--- config.mk ---
export PLATFORM = sky130hd
export DESIGN_NAME = wdm_watchdog
export DESIGN_NICKNAME = d
export VERILOG_FILES = /design/src/wdm_watchdog.v
export VERILOG_INCLUDE_DIRS = /design/src
export SDC_FILE = /design/constraint.sdc
export NUM_CORES = 1
export LEC_CHECK = 0
export BUFFER_PORTS_ARGS = -buffer_cell sky130_fd_sc_hd__clkbuf_2
export CAP_MARGIN = 20
export CORE_AREA = 2 2 122 124
export DETAILED_ROUTE_END_ITERATION = 7
export DIE_AREA = 0 0 124 126
export PLACE_DENSITY = 0.69
export SETUP_SLACK_MARGIN = 0.2
export SYNTH_ARGS = -nofsm -noshare
export SYNTH_HDL_FRONTEND = slang
export SYNTH_SLANG_ARGS = --single-unit
--- constraint.sdc ---
create_clock -name sys_clk -period 2.9 [get_ports sys_clk]
set_clock_uncertainty 0.1 [all_clocks]
set_input_delay 0.145 -clock sys_clk [delete_from_list [all_inputs] [get_ports sys_clk]]
set_output_delay 0.145 -clock sys_clk [all_outputs]
set_load 0.005 [all_outputs]
--- src/wdm_watchdog_regs.vh ---
// Purpose: constants for the windowed watchdog and clock monitor
// Assumes: 10 MHz sys_clk, instruction cycle is one tenth of it
// Notes: AXI4-Lite byte offsets, service register fields, timing counts
`ifndef WDM_WATCHDOG_REGS_VH
`define WDM_WATCHDOG_REGS_VH

// register byte offsets
`define WDM_OFS_SERVICE 8'h00
`define WDM_OFS_CONTROL 8'h04
`define WDM_OFS_STATUS 8'h08
`define WDM_OFS_WINDOW 8'h0C
`define WDM_OFS_IDLE_CNT 8'h10

// service register fields
`define WDM_SVC_WSEL_HI 7
`define WDM_SVC_WSEL_LO 6
`define WDM_SVC_KEY_HI 5
`define WDM_SVC_KEY_LO 1
`define WDM_SVC_CM_BIT 0
`define WDM_SVC_KEY 5'h0C
`define WDM_SVC_WSEL_RST 2'h3
`define WDM_SVC_CM_RST 1'h1

// control register bits
`define WDM_CTL_HALT_CLOCK_DELAY_SEL_BIT 0
`define WDM_CTL_CLR_IDLE_BIT 1
`define WDM_CTL_CLR_TRAP_BIT 2

// status register bits
`define WDM_STS_FAULT_BIT 0
`define WDM_STS_CLKERR_BIT 1
`define WDM_STS_CONFIG_BIT 2
`define WDM_STS_IDLE_PND_BIT 3
`define WDM_STS_TRAP_PND_BIT 4
`define WDM_STS_SP_LO 8

// timing
`define WDM_CLK_MHZ 10
`define WDM_TC_DIV 10
`define WDM_LOWER_TC 2048
`define WDM_UPPER_BASE_TC 8192
`define WDM_HOLD_TC 16
`define WDM_CM_TIMEOUT_US 1000
`define WDM_IDLE_TICK_TC 4096

// illegal-condition detection
`define WDM_SP_RST 8'h6F
`define WDM_SP_LAST 8'h6F
`define WDM_POP_RETURN 16'h7FFF
`define WDM_ROM_TOP 16'h0FFF

`endif
--- src/wdm_watchdog.v ---
// Purpose: windowed watchdog, clock monitor, idle counter and trap detection
// Assumes: halt/idle/fetch/stack strobes come from logic on sys_clk
// Notes: fault pin is open drain; pin level and oscillator input are synchronised
// Function
// - clock monitor passes 10 kHz, rejects 10 Hz
// - reset holds both detectors inactive
// - reset arms max window, monitor enabled
// - first keyed write sets window and monitor
// - later writes compared against stored fields
// - fault pin active low, otherwise released
// - hold low 16-32 cycles after pin low
// - window restarts when fault pin returns high
// - services ignored while fault is active
// - clock error holds pin low until recovery
// - key field reads back as zeros
// - window detector suspended in halt and idle
// - clock monitor keeps running in halt, idle
// - rc without delay resumes window after halt
// - otherwise halt exit restarts the window
// - idle exit performs an automatic service
// - first service accepted anywhere in reset window
// - idle counter unreset, pending flag every 4096
// - unimplemented fetch returns zero opcode, trap
// - stack starts 06F, over-pop traps
// - lower 2048, upper 8k to 64k
// - matching service restarts, mismatch faults
//
// The implementer's own choices: the AXI4-Lite slave port and the register addresses.
`include "wdm_watchdog_regs.vh"

module wdm_watchdog #(
	parameter LOWER_TC = `WDM_LOWER_TC,
	parameter UPPER_BASE_TC = `WDM_UPPER_BASE_TC,
	parameter CM_TIMEOUT_CYC = `WDM_CM_TIMEOUT_US * `WDM_CLK_MHZ
) (
	// clock and reset
	input wire sys_clk,
	input wire rst_b,
	// axi4-lite write address and data
	input wire [7:0] s_axi_awaddr,
	input wire s_axi_awvalid,
	output wire s_axi_awready,
	input wire [31:0] s_axi_wdata,
	input wire [3:0] s_axi_wstrb,
	input wire s_axi_wvalid,
	output wire s_axi_wready,
	// axi4-lite write response
	output wire [1:0] s_axi_bresp,
	output wire s_axi_bvalid,
	input wire s_axi_bready,
	// axi4-lite read
	input wire [7:0] s_axi_araddr,
	input wire s_axi_arvalid,
	output wire s_axi_arready,
	output wire [31:0] s_axi_rdata,
	output wire [1:0] s_axi_rresp,
	output wire s_axi_rvalid,
	input wire s_axi_rready,
	// oscillator and power modes
	input wire osc_input,
	input wire halt_mode,
	input wire idle_mode,
	input wire osc_option_rc,
	// fault pin, open drain
	input wire fault_port_pin_i,
	output wire fault_out_n_o,
	output wire fault_out_n_oe,
	// program fetch and stack events, trap and idle flags
	input wire fetch_valid,
	input wire [15:0] fetch_addr,
	input wire [7:0] rom_data,
	output wire [7:0] fetch_opcode,
	input wire stack_push,
	input wire stack_pop,
	input wire clear_trap_pending_op,
	output wire trap_pending,
	output wire idle_tick_pending
);

	localparam ST_IDLE = 2'h0;
	localparam ST_ASSERT = 2'h1;
	localparam ST_HOLD = 2'h2;
	localparam ST_WAITHI = 2'h3;
	localparam [16:0] LOWER_LIM = LOWER_TC[16:0];
	localparam [19:0] UPPER_BASE = UPPER_BASE_TC[19:0];
	localparam [13:0] CM_LIMIT = CM_TIMEOUT_CYC[13:0];
	localparam [3:0] TC_LAST = 4'd`WDM_TC_DIV - 4'h1;
	// release on the tick after the count reaches this, one tick of margin
	localparam [4:0] HOLD_LAST = 5'd`WDM_HOLD_TC;

	// bus registers
	reg awready_reg, wready_reg, bvalid_reg, arready_reg, rvalid_reg;
	reg [1:0] bresp_reg, rresp_reg;
	reg [31:0] rdata_reg;
	reg [7:0] awaddr_reg;
	reg [31:0] wdata_reg;
	reg [3:0] wstrb_reg;
	reg aw_got_reg, w_got_reg;

	// watchdog state
	reg [3:0] tc_div_reg;
	reg tc_tick_reg;
	reg [1:0] wsel_reg;
	reg cm_en_reg;
	reg configured_reg;
	reg halt_clock_delay_sel_reg;
	reg [16:0] win_cnt_reg;
	reg [1:0] fstate_reg;
	reg [4:0] hold_cnt_reg;
	reg fault_drive_reg;
	reg halt_d_reg, idle_d_reg;

	// synchronisers
	reg pin_s1_reg, pin_s2_reg;
	reg osc_s1_reg, osc_s2_reg, osc_s3_reg;

	// clock monitor
	reg [13:0] cm_cnt_reg;
	reg clk_err_reg;

	// idle counter, no reset by design
	reg [15:0] idle_counter_reg = 16'h0000;
	reg idle_pnd_reg;

	// trap detection
	reg [7:0] sp_reg;
	reg trap_pnd_reg;
	reg [7:0] opcode_reg;

	wire wr_fire = aw_got_reg && w_got_reg && !bvalid_reg;
	wire wr_svc = wr_fire && (awaddr_reg == `WDM_OFS_SERVICE) && wstrb_reg[0];
	wire wr_ctl = wr_fire && (awaddr_reg == `WDM_OFS_CONTROL) && wstrb_reg[0];
	wire [7:0] svc_data = wdata_reg[7:0];
	wire key_ok = svc_data[`WDM_SVC_KEY_HI:`WDM_SVC_KEY_LO] == `WDM_SVC_KEY;
	wire fields_ok = key_ok && (svc_data[7:6] == wsel_reg) && (svc_data[0] == cm_en_reg);
	wire fault_busy = fstate_reg != ST_IDLE;
	wire [19:0] upper_full = UPPER_BASE << wsel_reg;
	wire [16:0] upper_last = upper_full[16:0] - 17'h00001;
	wire suspended = halt_mode || idle_mode;
	wire halt_exit = halt_d_reg && !halt_mode;
	wire idle_exit = idle_d_reg && !idle_mode;
	wire svc_taken = wr_svc && !fault_busy;
	wire svc_bad = svc_taken && (configured_reg ? (!fields_ok || win_cnt_reg < LOWER_LIM) : !key_ok);
	wire svc_good = svc_taken && !svc_bad;
	wire timeout = !fault_busy && !suspended && tc_tick_reg && (win_cnt_reg == upper_last);
	wire wd_trigger = svc_bad || timeout;
	wire idle_toggle = tc_tick_reg && (idle_counter_reg[11:0] == 12'hFFF);

	// bus write channel: address and data taken in either order
	always @(posedge sys_clk)
	begin
		if (!rst_b)
		begin
			awready_reg <= 1'b1;
			wready_reg <= 1'b1;
			aw_got_reg <= 1'b0;
			w_got_reg <= 1'b0;
			awaddr_reg <= 8'h00;
			wdata_reg <= 32'h00000000;
			wstrb_reg <= 4'h0;
			bvalid_reg <= 1'b0;
			bresp_reg <= 2'h0;
		end
		else
		begin
			if (awready_reg && s_axi_awvalid)
			begin
				awaddr_reg <= {s_axi_awaddr[7:2], 2'h0};
				aw_got_reg <= 1'b1;
				awready_reg <= 1'b0;
			end
			if (wready_reg && s_axi_wvalid)
			begin
				wdata_reg <= s_axi_wdata;
				wstrb_reg <= s_axi_wstrb;
				w_got_reg <= 1'b1;
				wready_reg <= 1'b0;
			end
			if (wr_fire)
			begin
				aw_got_reg <= 1'b0;
				w_got_reg <= 1'b0;
				bvalid_reg <= 1'b1;
				case (awaddr_reg)
					`WDM_OFS_SERVICE, `WDM_OFS_CONTROL: bresp_reg <= 2'h0;
					default: bresp_reg <= 2'h2;
				endcase
			end
			if (bvalid_reg && s_axi_bready)
			begin
				bvalid_reg <= 1'b0;
				awready_reg <= 1'b1;
				wready_reg <= 1'b1;
			end
		end
	end

	// bus read channel, one cycle from address to data
	always @(posedge sys_clk)
	begin
		if (!rst_b)
		begin
			arready_reg <= 1'b1;
			rvalid_reg <= 1'b0;
			rdata_reg <= 32'h00000000;
			rresp_reg <= 2'h0;
		end
		else if (arready_reg && s_axi_arvalid)
		begin
			arready_reg <= 1'b0;
			rvalid_reg <= 1'b1;
			rresp_reg <= 2'h0;
			rdata_reg <= 32'h00000000;
			case ({s_axi_araddr[7:2], 2'h0})
				`WDM_OFS_SERVICE: rdata_reg[7:0] <= {wsel_reg, 5'h00, cm_en_reg};
				`WDM_OFS_CONTROL: rdata_reg[`WDM_CTL_HALT_CLOCK_DELAY_SEL_BIT] <= halt_clock_delay_sel_reg;
				`WDM_OFS_STATUS: rdata_reg <= {16'h0000, sp_reg, 3'h0, trap_pnd_reg,
					idle_pnd_reg, configured_reg, clk_err_reg, fault_busy};
				`WDM_OFS_WINDOW: rdata_reg[16:0] <= win_cnt_reg;
				`WDM_OFS_IDLE_CNT: rdata_reg[15:0] <= idle_counter_reg;
				default: rresp_reg <= 2'h2;
			endcase
		end
		else if (rvalid_reg && s_axi_rready)
		begin
			rvalid_reg <= 1'b0;
			arready_reg <= 1'b1;
		end
	end

	// instruction cycle tick, one tenth of sys_clk
	always @(posedge sys_clk)
	begin
		if (!rst_b)
		begin
			tc_div_reg <= 4'h0;
			tc_tick_reg <= 1'b0;
		end
		else
		begin
			tc_tick_reg <= (tc_div_reg == TC_LAST);
			tc_div_reg <= (tc_div_reg == TC_LAST) ? 4'h0 : tc_div_reg + 4'h1;
		end
	end

	// synchronisers for the pin level and the oscillator input
	always @(posedge sys_clk)
	begin
		if (!rst_b)
		begin
			pin_s1_reg <= 1'b1;
			pin_s2_reg <= 1'b1;
			osc_s1_reg <= 1'b0;
			osc_s2_reg <= 1'b0;
			osc_s3_reg <= 1'b0;
		end
		else
		begin
			pin_s1_reg <= fault_port_pin_i;
			pin_s2_reg <= pin_s1_reg;
			osc_s1_reg <= osc_input;
			osc_s2_reg <= osc_s1_reg;
			osc_s3_reg <= osc_s2_reg;
		end
	end

	// clock monitor: error when no oscillator edge within 1 ms; the gap between
	// 100 us (10 kHz cycle) and 100 ms (10 Hz cycle) gives margin both ways
	always @(posedge sys_clk)
	begin
		if (!rst_b)
		begin
			cm_cnt_reg <= 14'h0000;
			clk_err_reg <= 1'b0;
		end
		else if (!cm_en_reg || (osc_s2_reg && !osc_s3_reg))
		begin
			cm_cnt_reg <= 14'h0000;
			clk_err_reg <= 1'b0;
		end
		else if (cm_cnt_reg == CM_LIMIT)
			clk_err_reg <= 1'b1;
		else
			cm_cnt_reg <= cm_cnt_reg + 14'h0001;
	end

	// configuration and window timing
	always @(posedge sys_clk)
	begin
		if (!rst_b)
		begin
			wsel_reg <= `WDM_SVC_WSEL_RST;
			cm_en_reg <= `WDM_SVC_CM_RST;
			configured_reg <= 1'b0;
			halt_clock_delay_sel_reg <= 1'b0;
			win_cnt_reg <= 17'h00000;
			halt_d_reg <= 1'b0;
			idle_d_reg <= 1'b0;
		end
		else
		begin
			halt_d_reg <= halt_mode;
			idle_d_reg <= idle_mode;
			if (wr_ctl)
				halt_clock_delay_sel_reg <= wdata_reg[`WDM_CTL_HALT_CLOCK_DELAY_SEL_BIT];
			if (svc_good && !configured_reg)
			begin
				wsel_reg <= svc_data[7:6];
				cm_en_reg <= svc_data[0];
				configured_reg <= 1'b1;
			end
			if (fault_busy)
			begin
				if (fstate_reg == ST_WAITHI && pin_s2_reg)
					win_cnt_reg <= 17'h00000;
			end
			else if (svc_good)
				win_cnt_reg <= 17'h00000;
			else if (idle_exit)
				win_cnt_reg <= 17'h00000;
			else if (halt_exit && !(osc_option_rc && !halt_clock_delay_sel_reg))
				win_cnt_reg <= 17'h00000;
			else if (tc_tick_reg && !suspended && !timeout)
				win_cnt_reg <= win_cnt_reg + 17'h00001;
		end
	end

	// fault pin sequencer; a clock error and a watchdog trigger share it
	always @(posedge sys_clk)
	begin
		if (!rst_b)
		begin
			fstate_reg <= ST_IDLE;
			hold_cnt_reg <= 5'h00;
			fault_drive_reg <= 1'b0;
		end
		else
		begin
			case (fstate_reg)
				ST_IDLE:
				begin
					if (wd_trigger || clk_err_reg)
					begin
						fstate_reg <= ST_ASSERT;
						fault_drive_reg <= 1'b1;
					end
				end
				ST_ASSERT:
				begin
					hold_cnt_reg <= 5'h00;
					if (!pin_s2_reg)
						fstate_reg <= ST_HOLD;
				end
				ST_HOLD:
				begin
					// one spare tick covers sync delay and tick phase, so 16-32 tc holds
					if (clk_err_reg)
						hold_cnt_reg <= 5'h00;
					else if (tc_tick_reg && hold_cnt_reg == HOLD_LAST)
					begin
						fstate_reg <= ST_WAITHI;
						fault_drive_reg <= 1'b0;
					end
					else if (tc_tick_reg)
						hold_cnt_reg <= hold_cnt_reg + 5'h01;
				end
				ST_WAITHI:
				begin
					if (clk_err_reg)
					begin
						fstate_reg <= ST_ASSERT;
						fault_drive_reg <= 1'b1;
					end
					else if (pin_s2_reg)
						fstate_reg <= ST_IDLE;
				end
				default:
				begin
					fstate_reg <= ST_IDLE;
					fault_drive_reg <= 1'b0;
				end
			endcase
		end
	end

	// idle counter keeps its count through reset, only the flag is cleared
	always @(posedge sys_clk)
	begin
		if (tc_tick_reg)
			idle_counter_reg <= idle_counter_reg + 16'h0001;
	end

	always @(posedge sys_clk)
	begin
		if (!rst_b)
			idle_pnd_reg <= 1'b0;
		else if (idle_toggle)
			idle_pnd_reg <= 1'b1;
		else if (wr_ctl && wdata_reg[`WDM_CTL_CLR_IDLE_BIT])
			idle_pnd_reg <= 1'b0;
	end

	// illegal-condition detection
	always @(posedge sys_clk)
	begin
		if (!rst_b)
		begin
			sp_reg <= `WDM_SP_RST;
			trap_pnd_reg <= 1'b0;
			opcode_reg <= 8'h00;
		end
		else
		begin
			if (stack_push && !stack_pop)
				sp_reg <= sp_reg - 8'h02;
			else if (stack_pop && !stack_push)
				sp_reg <= sp_reg + 8'h02;
			if (fetch_valid)
				opcode_reg <= (fetch_addr > `WDM_ROM_TOP) ? 8'h00 : rom_data;
			// over-pop reads all ones from 070 upward, so the return lands on 7FFF
			if ((fetch_valid && fetch_addr > `WDM_ROM_TOP) ||
				(stack_pop && sp_reg >= `WDM_SP_LAST && `WDM_POP_RETURN > `WDM_ROM_TOP))
				trap_pnd_reg <= 1'b1;
			else if (clear_trap_pending_op || (wr_ctl && wdata_reg[`WDM_CTL_CLR_TRAP_BIT]))
				trap_pnd_reg <= 1'b0;
		end
	end

	assign s_axi_awready = awready_reg;
	assign s_axi_wready = wready_reg;
	assign s_axi_bvalid = bvalid_reg;
	assign s_axi_bresp = bresp_reg;
	assign s_axi_arready = arready_reg;
	assign s_axi_rvalid = rvalid_reg;
	assign s_axi_rdata = rdata_reg;
	assign s_axi_rresp = rresp_reg;
	assign fault_out_n_o = 1'b0;
	assign fault_out_n_oe = fault_drive_reg;
	assign fetch_opcode = opcode_reg;
	assign trap_pending = trap_pnd_reg;
	assign idle_tick_pending = idle_pnd_reg;

endmodule // wdm_watchdog

* After elaboration in Yosys (flattened, before gate mapping) *
Cells that the tools add are included.

storage, ports and cells
  output and inout port bits = 53
  register bits = 134
  logic and storage cells = 195
  input bits = 92

operators by class
  order comparisons = 3
  add/subtract/negate cells = 8
  bitwise operators = 1
  equal/unequal tests = 25
  shifts and indexed selects = 1
  reductions and logical operators = 80
  multiplexer cells = 40

operators by type and width
  cell                                                                            number
  17-bit 2-to-1 mux                                                               6
  1-bit logical AND                                                               36
  7-bit case mux with 4 select lines                                              1
  8-bit 2-to-1 mux                                                                3
  8-bit case mux with 3 select lines                                              1
  17-bit by 1-bit adder with 17-bit output, second input constant                 1
  17-bit == test                                                                  1
  17-bit by 12-bit less-than comparator with 1-bit output, second input constant  1
  14-bit by 2-bit left shift with 17-bit output, first input constant             1
  17-bit by 1-bit subtractor with 17-bit output, second input constant            1
  16-bit by 1-bit adder with 16-bit output, second input constant                 1
  16-bit by 12-bit > comparator with 1-bit output, second input constant          1
  1-bit logical NOT                                                               16
  2-bit 2-to-1 mux                                                                8
  5-bit 2-to-1 mux                                                                3
  14-bit by 1-bit adder with 14-bit output, second input constant                 1
  14-bit == test, second input constant                                           1
  1-bit 2-to-1 mux                                                                14
  12-bit == test, second input constant                                           1
  6-bit by 1-bit == test with 1-bit output, second input constant                 2
  6-bit by 2-bit == test with 1-bit output, second input constant                 2
  2-bit nonzero test                                                              6
  2-bit inequality test, second input constant                                    5
  5-bit case mux with 2 select lines                                              1
  other kinds (30)                                                                44

* Depth between registers and ports, before layout *
Gate-level depths: netlist of run 1.

  depth in word-level cells = 12
  depth in mapped cells = 11
  gate-level depth less buffers = 11

* Least setup slack after synthesis of run 1 *
OpenSTA, ideal clock, no wires.

  path kind = register to register
  start point = register tc_tick_reg
  end point = register fstate_reg[0]
  path slack = 0.775 ns
  path buffers = 0
  setup time = 0.136 ns
  clock period less this slack = 2.125 ns
  data arrival time = 1.889 ns
  data required time = 2.664 ns
  cell stages (with the launch flop) = 8
  cells stage by stage = dfxtp_1 > inv_1 > nor4_1 > o2111ai_1 > o211ai_1 > nand2_1 > a2111oi_0 > a211oi_1

between the ends
  longest elaborated chain between the ends = 6

RTL lines
  what                                      line                RTL
  from (decl)                               wdm_watchdog.v:102  reg tc_tick_reg;
  from (signal assigned)                    wdm_watchdog.v:241  tc_tick_reg <= (tc_div_reg == TC_LAST);
  1-bit logical AND (2 in a row)            wdm_watchdog.v:145  wire timeout = !fault_busy && !suspended && tc_tick_reg && (win_cnt_reg == upper_last);
  1-bit logical OR                          wdm_watchdog.v:146  wire wd_trigger = svc_bad || timeout;
  1-bit logical OR                          wdm_watchdog.v:342  if (wd_trigger || clk_err_reg)
  2-bit inequality test (no source line)    n/a
  5-bit AND reduction (no source line) (*)  n/a
  to (signal assigned)                      wdm_watchdog.v:344  fstate_reg <= ST_ASSERT;
  to (signal assigned)                      wdm_watchdog.v:352  fstate_reg <= ST_HOLD;
  to (signal assigned)                      wdm_watchdog.v:361  fstate_reg <= ST_WAITHI;
  to (decl)                                 wdm_watchdog.v:108  reg [1:0] fstate_reg;

Mark *: on every way between the ends. The rest lies on a longest branch, timed or not.
A chain may end at the register's enable or synchronous reset.

* Worst setup path after layout of run 1 *
  start point = register win_cnt_reg[3]
  end point = register fstate_reg[0]

between the ends
  longest elaborated chain between the ends = 8

RTL lines
  what                                                     line                RTL
  from (decl)                                              wdm_watchdog.v:107  reg [16:0] win_cnt_reg;
  from (signal assigned)                                   wdm_watchdog.v:324  win_cnt_reg <= win_cnt_reg + 17'h00001;
  17-bit by 12-bit less-than comparator with 1-bit output  wdm_watchdog.v:143  wire svc_bad = svc_taken && (configured_reg ? (!fields_ok || win_cnt_reg < LOWER_LIM) : !key_ok);
  1-bit logical OR                                         wdm_watchdog.v:143
  1-bit 2-to-1 mux                                         wdm_watchdog.v:143
  1-bit logical AND                                        wdm_watchdog.v:143
  1-bit logical OR (*)                                     wdm_watchdog.v:146
  1-bit logical OR (*)                                     wdm_watchdog.v:342
  2-bit inequality test (no source line) (*)               n/a
  5-bit AND reduction (no source line) (*)                 n/a

Marked as above.

==> results of run 1 <==
==> cell families after synthesis <==
family,Yosys count,share of synthesized area [%]
and+or+nand+nor,292,22.2
muxes,25,4.14
buffers and inverters,74,5.75
other,1,0.0596
DFF,131,44.2
xor gates and xnor gates,46,6.41
AOI/OAI and AO/OA,127,12.9
adders and majority gates,21,4.30
==> per-stage QoR <==
stage / util (%) / hold slack, ns / total power [mW] / instances
global route: 54.4 / 0.123 / 4.85 / 1037
finish: 54.4 / 0.0927 / 4.64 / 1037
global placement: 47.6 / 0.257 / 2.56 / 967
floorplan: - / 0.145 / 2.42 / 734
detailed placement: 47.6 / 0.260 / 2.57 / 967
CTS: 54.4 / 0.0904 / 4.68 / 1037
==> per-layer routing <==
metal	track usage, %	part of all wire, %	routed length (um)
met1	26.7	48	6840
met2	29.9	46	6640
met3	4.80	4.4	625
met4	6.28	1.4	206
met5	0	0	0
==> area by class of cell <==
cell class / count / share of cell area [%]
clock inverter: 4 / 0.578
clock buffer: 26 / 6.68
multi-input combinational: 529 / 41.2
inverter: 31 / 1.49
sequential: 131 / 35.7
tap: 184 / 2.96
timing repair buffer: 132 / 11.3
==> cells in the mapped netlist, types with 5 or more instances <==
master	number
sky130_fd_sc_hd__o21ai_0	21
sky130_fd_sc_hd__ha_1	20
sky130_fd_sc_hd__buf_4	19
sky130_fd_sc_hd__xnor2_1	25
sky130_fd_sc_hd__nor4_1	6
sky130_fd_sc_hd__mux2_2	8
sky130_fd_sc_hd__nand4_1	8
sky130_fd_sc_hd__a211oi_1	5
sky130_fd_sc_hd__nor3_1	17
sky130_fd_sc_hd__xor2_1	21
sky130_fd_sc_hd__inv_1	30
sky130_fd_sc_hd__o211ai_1	5
sky130_fd_sc_hd__and3_1	14
sky130_fd_sc_hd__mux2i_1	17
sky130_fd_sc_hd__and2_1	7
sky130_fd_sc_hd__a221oi_1	5
sky130_fd_sc_hd__edfxtp_1	16
sky130_fd_sc_hd__nor2_1	99
sky130_fd_sc_hd__nand3_1	36
sky130_fd_sc_hd__a21oi_1	58
sky130_fd_sc_hd__clkbuf_1	19
sky130_fd_sc_hd__nand2_1	72
sky130_fd_sc_hd__dfxtp_1	115
==> worst max-delay path: cells and delay by family (launching register included) <==
| family | cells | cell delay (ns) |
|---|---|---|
| compound gates | 4 | 0.94 |
| simple gates | 3 | 0.83 |
| flops | 1 | 0.44 |
==> power by group <==
part           switching [mW]  total, mW  internal, mW
Clock                   0.743       2.05          1.31
Sequential             0.0677       1.98          1.91
Combinational           0.333      0.612         0.278
==> final timing paths <==
| check | cells after the start | end | startpoint |
|---|---|---|---|
| worst max register to register | 7 | fstate_reg[0] | win_cnt_reg[3] |
| worst max-delay path | 7 | fstate_reg[0] | win_cnt_reg[3] |
| worst min register to register | 1 | pin_s2_reg | pin_s1_reg |
| worst min-delay path | 3 | fetch_opcode[4] | fetch_valid |
==> timing repair <==
item                                    CTS  global route
endpoints found under the hold margin    34             0
resized for setup                         0             1
hold buffers                             40             0
endpoints found under the setup margin    0             1
==> Implementation_results.wiki, run 1 <==
{| class="wikitable"
! Metric !! Value
|-
| Run status || finished, final reports clean
|-
| VDD IR-drop max || between 0.3 and 0.4 mV
|-
| Ports placed on the boundary || 145
|-
| Post-Place Setup Slack || approximately 0.45 ns
|-
| Maximum clock frequency || just over 400 MHz
|-
| Share of the yosys chip area belonging to registers || between 40% and 50%
|-
| Flip-flop and latch count after synthesis || 131
|-
| Inserted Diodes || 0
|-
| TritonCTS clock tree || done
|-
| Synth Area per Inst || ~8.8 sq um
|-
| Data arrival at the endpoint of the critical path || 2.62 ns
|-
| Area Overhead vs Synth || 23.9%
|-
| Number of enable-type register cells in the synthesized netlist || 16
|-
| Dominant cell type by area after synthesis || sky130_fd_sc_hd__dfxtp_1
|-
| Register-to-register setup slack || 0.46 ns
|-
| Skew-Pair Late Insertion Delay || between 0.4 and 0.5 ns
|-
| Critical Path End Type || flop
|-
| Top library cells by usage in the layout, fill and taps aside || 115 x sky130_fd_sc_hd__dfxtp_1, 99 x sky130_fd_sc_hd__nor2_1, 83 x sky130_fd_sc_hd__clkbuf_2, 72 x sky130_fd_sc_hd__nand2_1, 58 x sky130_fd_sc_hd__a21oi_1
|-
| Maximum number of pins on one net before global-route repair || 26
|-
| Number of buffers inserted by post-CTS setup repair || 0
|-
| Area of the multi-input gates || ~3200 sq um
|-
| Ratio of routed vias to standard cells || about 5.2
|-
| CP Data Required Time || 3.08 ns
|-
| Total wire length || around 14000 um
|-
| Site row count || 44
|-
| Area share of the leading cell type in the synthesized netlist || approximately 37%
|-
| Finish-stage setup viols || 0
|-
| Register clock-pin slew on the reported worst setup and hold paths || ~0.050 ns
|-
| Number of remaining DRC errors || 0
|-
| H-tree Lvls || 4
|-
| Fraction of final layout cells with drive strength greater than 1 || between 15 and 20%
|-
| Clock root buffer || sky130_fd_sc_hd__clkbuf_16
|-
| GRT Resource Usage Total || between 10% and 20%
|-
| Filler Cells Inserted || ~1300
|-
| Wire length of the first global-routing pass || roughly 24000 um
|-
| Count of different cell masters after synthesis || 68
|-
| Routability congestion estimate from global placement || between 0.7 and 0.8
|-
| Library cell contributing the largest single delay on the critical path || sky130_fd_sc_hd__dfxtp_1
|-
| Headroom to the max-slew limit || a little over half
|-
| Cell-by-cell listing of the critical path || nand4_1 > nor3_2 > o2111ai_1 > o211ai_1 > nand2_1 > a2111oi_0 > a211oi_1
|-
| Post-layout instance area || ~7800 sq um
|-
| Crit Path Max Fanout || 6
|-
| Max-slew violation count || 0
|-
| Wire length per cell || ~14 um
|-
| Number of vias after detailed routing || roughly 5300
|-
| Detailed placement HPWL || approximately 9800 um
|-
| Slack of the critical path || 0.464 ns
|-
| CP Class || reg -> reg
|-
| Number of nets in the final layout || around 960
|-
| Syn Inst Count || about 720
|-
| Maximum root-to-sink buffer count || 2
|-
| Biggest cell delay along the critical path || roughly 0.44 ns
|-
| Iteration-0 DRC count of the detailed router || ~330
|-
| Vias in the first global route || roughly 5000
|-
| Period utilisation layout || 84.0%
|-
| P per Cell Area || around 600 nW/um^2
|-
| Starting Density || between 40% and 50%
|-
| Maxcap violations || 0
|-
| Die height || 126 um
|-
| Area of the die || roughly 16000 sq um
|-
| Initial antenna violation count || 0
|-
| FFs w/ async S/R, synth || 0%
|-
| Number of warnings printed during yosys synthesis || 0
|-
| Unrepaired setup endpoints after global routing || no
|-
| Cell types occupying the most area after synthesis || sky130_fd_sc_hd__dfxtp_1 37%, sky130_fd_sc_hd__edfxtp_1 7.6%, sky130_fd_sc_hd__nor2_1 5.9%
|-
| # clock sinks || 131
|-
| Placeable Area || 14300 sq um
|-
| Antenna Nets Post-Route || 0
|-
| Clock buffer count from CTS || 17
|-
| Main synth FF type || sky130_fd_sc_hd__dfxtp_1
|-
| GRT overflow || 0
|-
| CP startpoint kind || flop
|-
| Most common cell after layout, fill and taps aside || sky130_fd_sc_hd__dfxtp_1
|-
| Sequential cell area || 2780 sq um
|-
| Total iterations of the first detailed-routing run || 5
|-
| Class of the most critical hold timing path || in -> reg
|-
| IO Port Bufs || 83
|-
| Leak || roughly 3.1 nW
|-
| Post-route minimum period || ~2.4 ns
|-
| Area of the mapped netlist || between 6000 and 7000 sq um
|-
| Final hold violation count || 0
|-
| Setup TNS || 0 ns
|-
| Horizontal extent of the die || about 120 um
|-
| Slew at the pin closest to its max-slew limit || 0.687 ns
|-
| Instance area at placement || approximately 6800 sq um
|}
No activity file was read; power rests on OpenSTA's default activity.
==> inputs of run 2 (changes only) <==
PLACE_DENSITY = 0.72   (was 0.69)
clock period = 2 ns   (was 2.9 ns; I/O delays follow)
==> Implementation_results.wiki, run 2 (synthesized netlist as in run 1, its figures left out) <==
{| class="wikitable"
! Metric !! Value
|-
| Run status || complete, but fails checks (was finished, final reports clean)
|-
| Violated checks || negative setup slack
|-
| Top library cells by usage in the layout, fill and taps aside || 104 x sky130_fd_sc_hd__dfxtp_1, 95 x sky130_fd_sc_hd__nor2_1, 83 x sky130_fd_sc_hd__clkbuf_2, 79 x sky130_fd_sc_hd__buf_4, 67 x sky130_fd_sc_hd__nand2_1 (was 115 x sky130_fd_sc_hd__dfxtp_1, 99 x sky130_fd_sc_hd__nor2_1, 83 x sky130_fd_sc_hd__clkbuf_2, 72 x sky130_fd_sc_hd__nand2_1, 58 x sky130_fd_sc_hd__a21oi_1)
|-
| GRT overflow || 0 (unchanged)
|-
| Vias in the first global route || 5692 (was 4954)
|-
| Period utilisation layout || 109% (was 84.0%)
|-
| P per Cell Area || 831 nW/um^2 (was 596 nW/um^2)
|-
| Hold Startpoint || rst_b (was fetch_valid)
|-
| GRT Resource Usage Total || 22.0% (was 19.4%)
|-
| Skew-Pair Late Insertion Delay || 0.42 ns (about the same)
|-
| Final hold violation count || 0 (unchanged)
|-
| Max-slew violation count || 0 (unchanged)
|-
| Leak || 3.66 nW (was 3.14 nW)
|-
| Reg2reg start || awaddr_reg[4] (was win_cnt_reg[3])
|-
| VDD IR-drop max || 0.577 mV (was 0.383 mV)
|-
| Starting Density || 43.9% (unchanged)
|-
| Die height || 126 um (unchanged)
|-
| CP startpoint kind || flop (unchanged)
|-
| Slack of the critical path || -0.189 ns (was 0.464 ns)
|-
| CP Class || reg -> reg (unchanged)
|-
| Number of remaining DRC errors || 0 (unchanged)
|-
| Filler Cells Inserted || 1143 (was 1329)
|-
| Ratio of routed vias to standard cells || 5.18 (was 5.16)
|-
| Met3 capacity usage during global routing || 4.62% (was 4.80%)
|-
| Most common cell after layout, fill and taps aside || sky130_fd_sc_hd__dfxtp_1 (unchanged)
|-
| Number of nets in the final layout || 1040 (was 955)
|-
| Class of the most critical hold timing path || in -> reg (unchanged)
|-
| Crit Path Max Fanout || 6 (unchanged)
|-
| Slew at the pin closest to its max-slew limit || 0.510 ns (was 0.687 ns)
|-
| Instance area at placement || 7410 sq um (was 6820 sq um)
|-
| Most Crowded Layer GR || met2 (unchanged)
|-
| Routability congestion estimate from global placement || 0.870 (was 0.777)
|-
| Number of instances in the placed design || 1033 (was 967)
|-
| Number of vias after detailed routing || 5824 (was 5348)
|-
| Fraction of final layout cells with drive strength greater than 1 || 30.0% (was 16.6%)
|-
| Wire length per cell || 14.8 um (was 13.8 um)
|-
| Initial antenna violation count || 0 (unchanged)
|-
| Met2 GRT Util || 35.8% (was 29.9%)
|-
| # clock sinks || 131 (unchanged)
|-
| Post-route minimum period || 2.19 ns (was 2.44 ns)
|-
| Antenna Nets Post-Route || 0 (unchanged)
|-
| Total iterations of the first detailed-routing run || 5 (unchanged)
|-
| Finish-stage setup viols || 20 (was 0)
|-
| Clock buffer count from CTS || 17 (unchanged)
|-
| Placeable Area || 14300 sq um (unchanged)
|-
| Maximum root-to-sink buffer count || 2 (unchanged)
|-
| Area Overhead vs Synth || 41.4% (was 23.9%)
|-
| Data arrival at the endpoint of the critical path || 2.40 ns (was 2.62 ns)
|-
| Ports placed on the boundary || 145 (unchanged)
|-
| Final Util || 62.1% (was 54.4%)
|-
| Unrepaired setup endpoints after global routing || yes (was no)
|-
| Area of the die || 15600 sq um (unchanged)
|-
| Headroom to the max-slew limit || 65.9% (was 54.1%)
|-
| Post-layout instance area || 8890 sq um (was 7790 sq um)
|-
| CP startpoint || awaddr_reg[4] (was win_cnt_reg[3])
|-
| Critical Path End Type || flop (unchanged)
|-
| Final instance count without filler cells || 1124 (was 1037)
|-
| Inserted Diodes || 0 (unchanged)
|-
| Register clock-pin slew on the reported worst setup and hold paths || 0.06 ns (was 0.05 ns)
|-
| Worst Hold Slack || 0.0223 ns (was 0.0927 ns)
|-
| Site row count || 44 (unchanged)
|-
| Clock root buffer || sky130_fd_sc_hd__clkbuf_16 (unchanged)
|-
| Iteration-0 DRC count of the detailed router || 411 (was 333)
|-
| Maxcap violations || 0 (unchanged)
|-
| Wire length of the first global-routing pass || 27100 um (was 23900 um)
|-
| Maximum number of pins on one net before global-route repair || 22 (was 26)
|-
| Total power consumption of the routed design || 7.39 mW (was 4.64 mW)
|-
| TritonCTS clock tree || done (unchanged)
|-
| Maximum clock frequency || 457 MHz (was 411 MHz)
|-
| CP Data Required Time || 2.21 ns (was 3.08 ns)
|-
| Horizontal extent of the die || 124 um (unchanged)
|-
| IO Port Bufs || 83 (unchanged)
|-
| H-tree Lvls || 4 (unchanged)
|-
| Detailed placement HPWL || 11000 um (was 9830 um)
|-
| Met1 Use GR || 28.5% (was 26.7%)
|-
| Total wire length || 16700 um (was 14300 um)
|}
run 2: final timing paths:
kind	to	slack, ns	depth (start not counted)
min reg2reg	pin_s2_reg	0.31	1
max	win_cnt_reg[13]	-0.19	8
min	awaddr_reg[5]	0.02	3
max reg2reg	win_cnt_reg[13]	-0.19	8
run 2: final cells by class:
type	instances	area, sq um	area share (%)
multi-input combinational	529	3520	39.5
sequential	131	2800	31.4
timing repair buffer	217	1600	18.0
clock buffer	23	519	5.84
tap	184	230	2.59
inverter	31	119	1.34
clock inverter	9	113	1.27
run 2: per-stage QoR:
step | setup WS (ns) | setup TNS, ns
3_3_place_gp | -0.111 | -1.28
4_1_cts | -0.143 | -1.64
3_5_place_dp | -0.172 | -2.13
5_1_grt | -0.260 | -4.04
2_1_floorplan | -0.0369 | -0.246
6_report | -0.189 | -2.16
run 2: repair_timing:
action	in CTS	in global routing
hold buffers	47	0
pin swaps	14	30
setup buffers	8	2
endpoints found under the setup margin	29	40
cloned	0	2
hold endpoints to repair	37	0
gates resized for setup	24	42
run 2: worst max-delay path, stage by stage (launching register included):
cell	delay, ns
sky130_fd_sc_hd__dfxtp_2	0.32
sky130_fd_sc_hd__or4_4	0.54
sky130_fd_sc_hd__nor2_4	0.16
sky130_fd_sc_hd__nand4_4	0.11
sky130_fd_sc_hd__o21a_4	0.25
sky130_fd_sc_hd__buf_12	0.15
sky130_fd_sc_hd__a21oi_4	0.22
sky130_fd_sc_hd__a21bo_2	0.19
sky130_fd_sc_hd__a21oi_2	0.05
run 2: power by group:
part	switching (mW)	total, mW	internal (mW)	leakage (nW)
Clock	1.16	3.25	2.09	0.316
Sequential	0.0952	2.87	2.78	1.08
Combinational	0.636	1.27	0.631	2.25
run 2: routing by layer:
metal	wire, um	part of all wire, %
met1	7410	44
met2	7990	48
met5	0	0
met4	348	2.1
met3	919	5.5
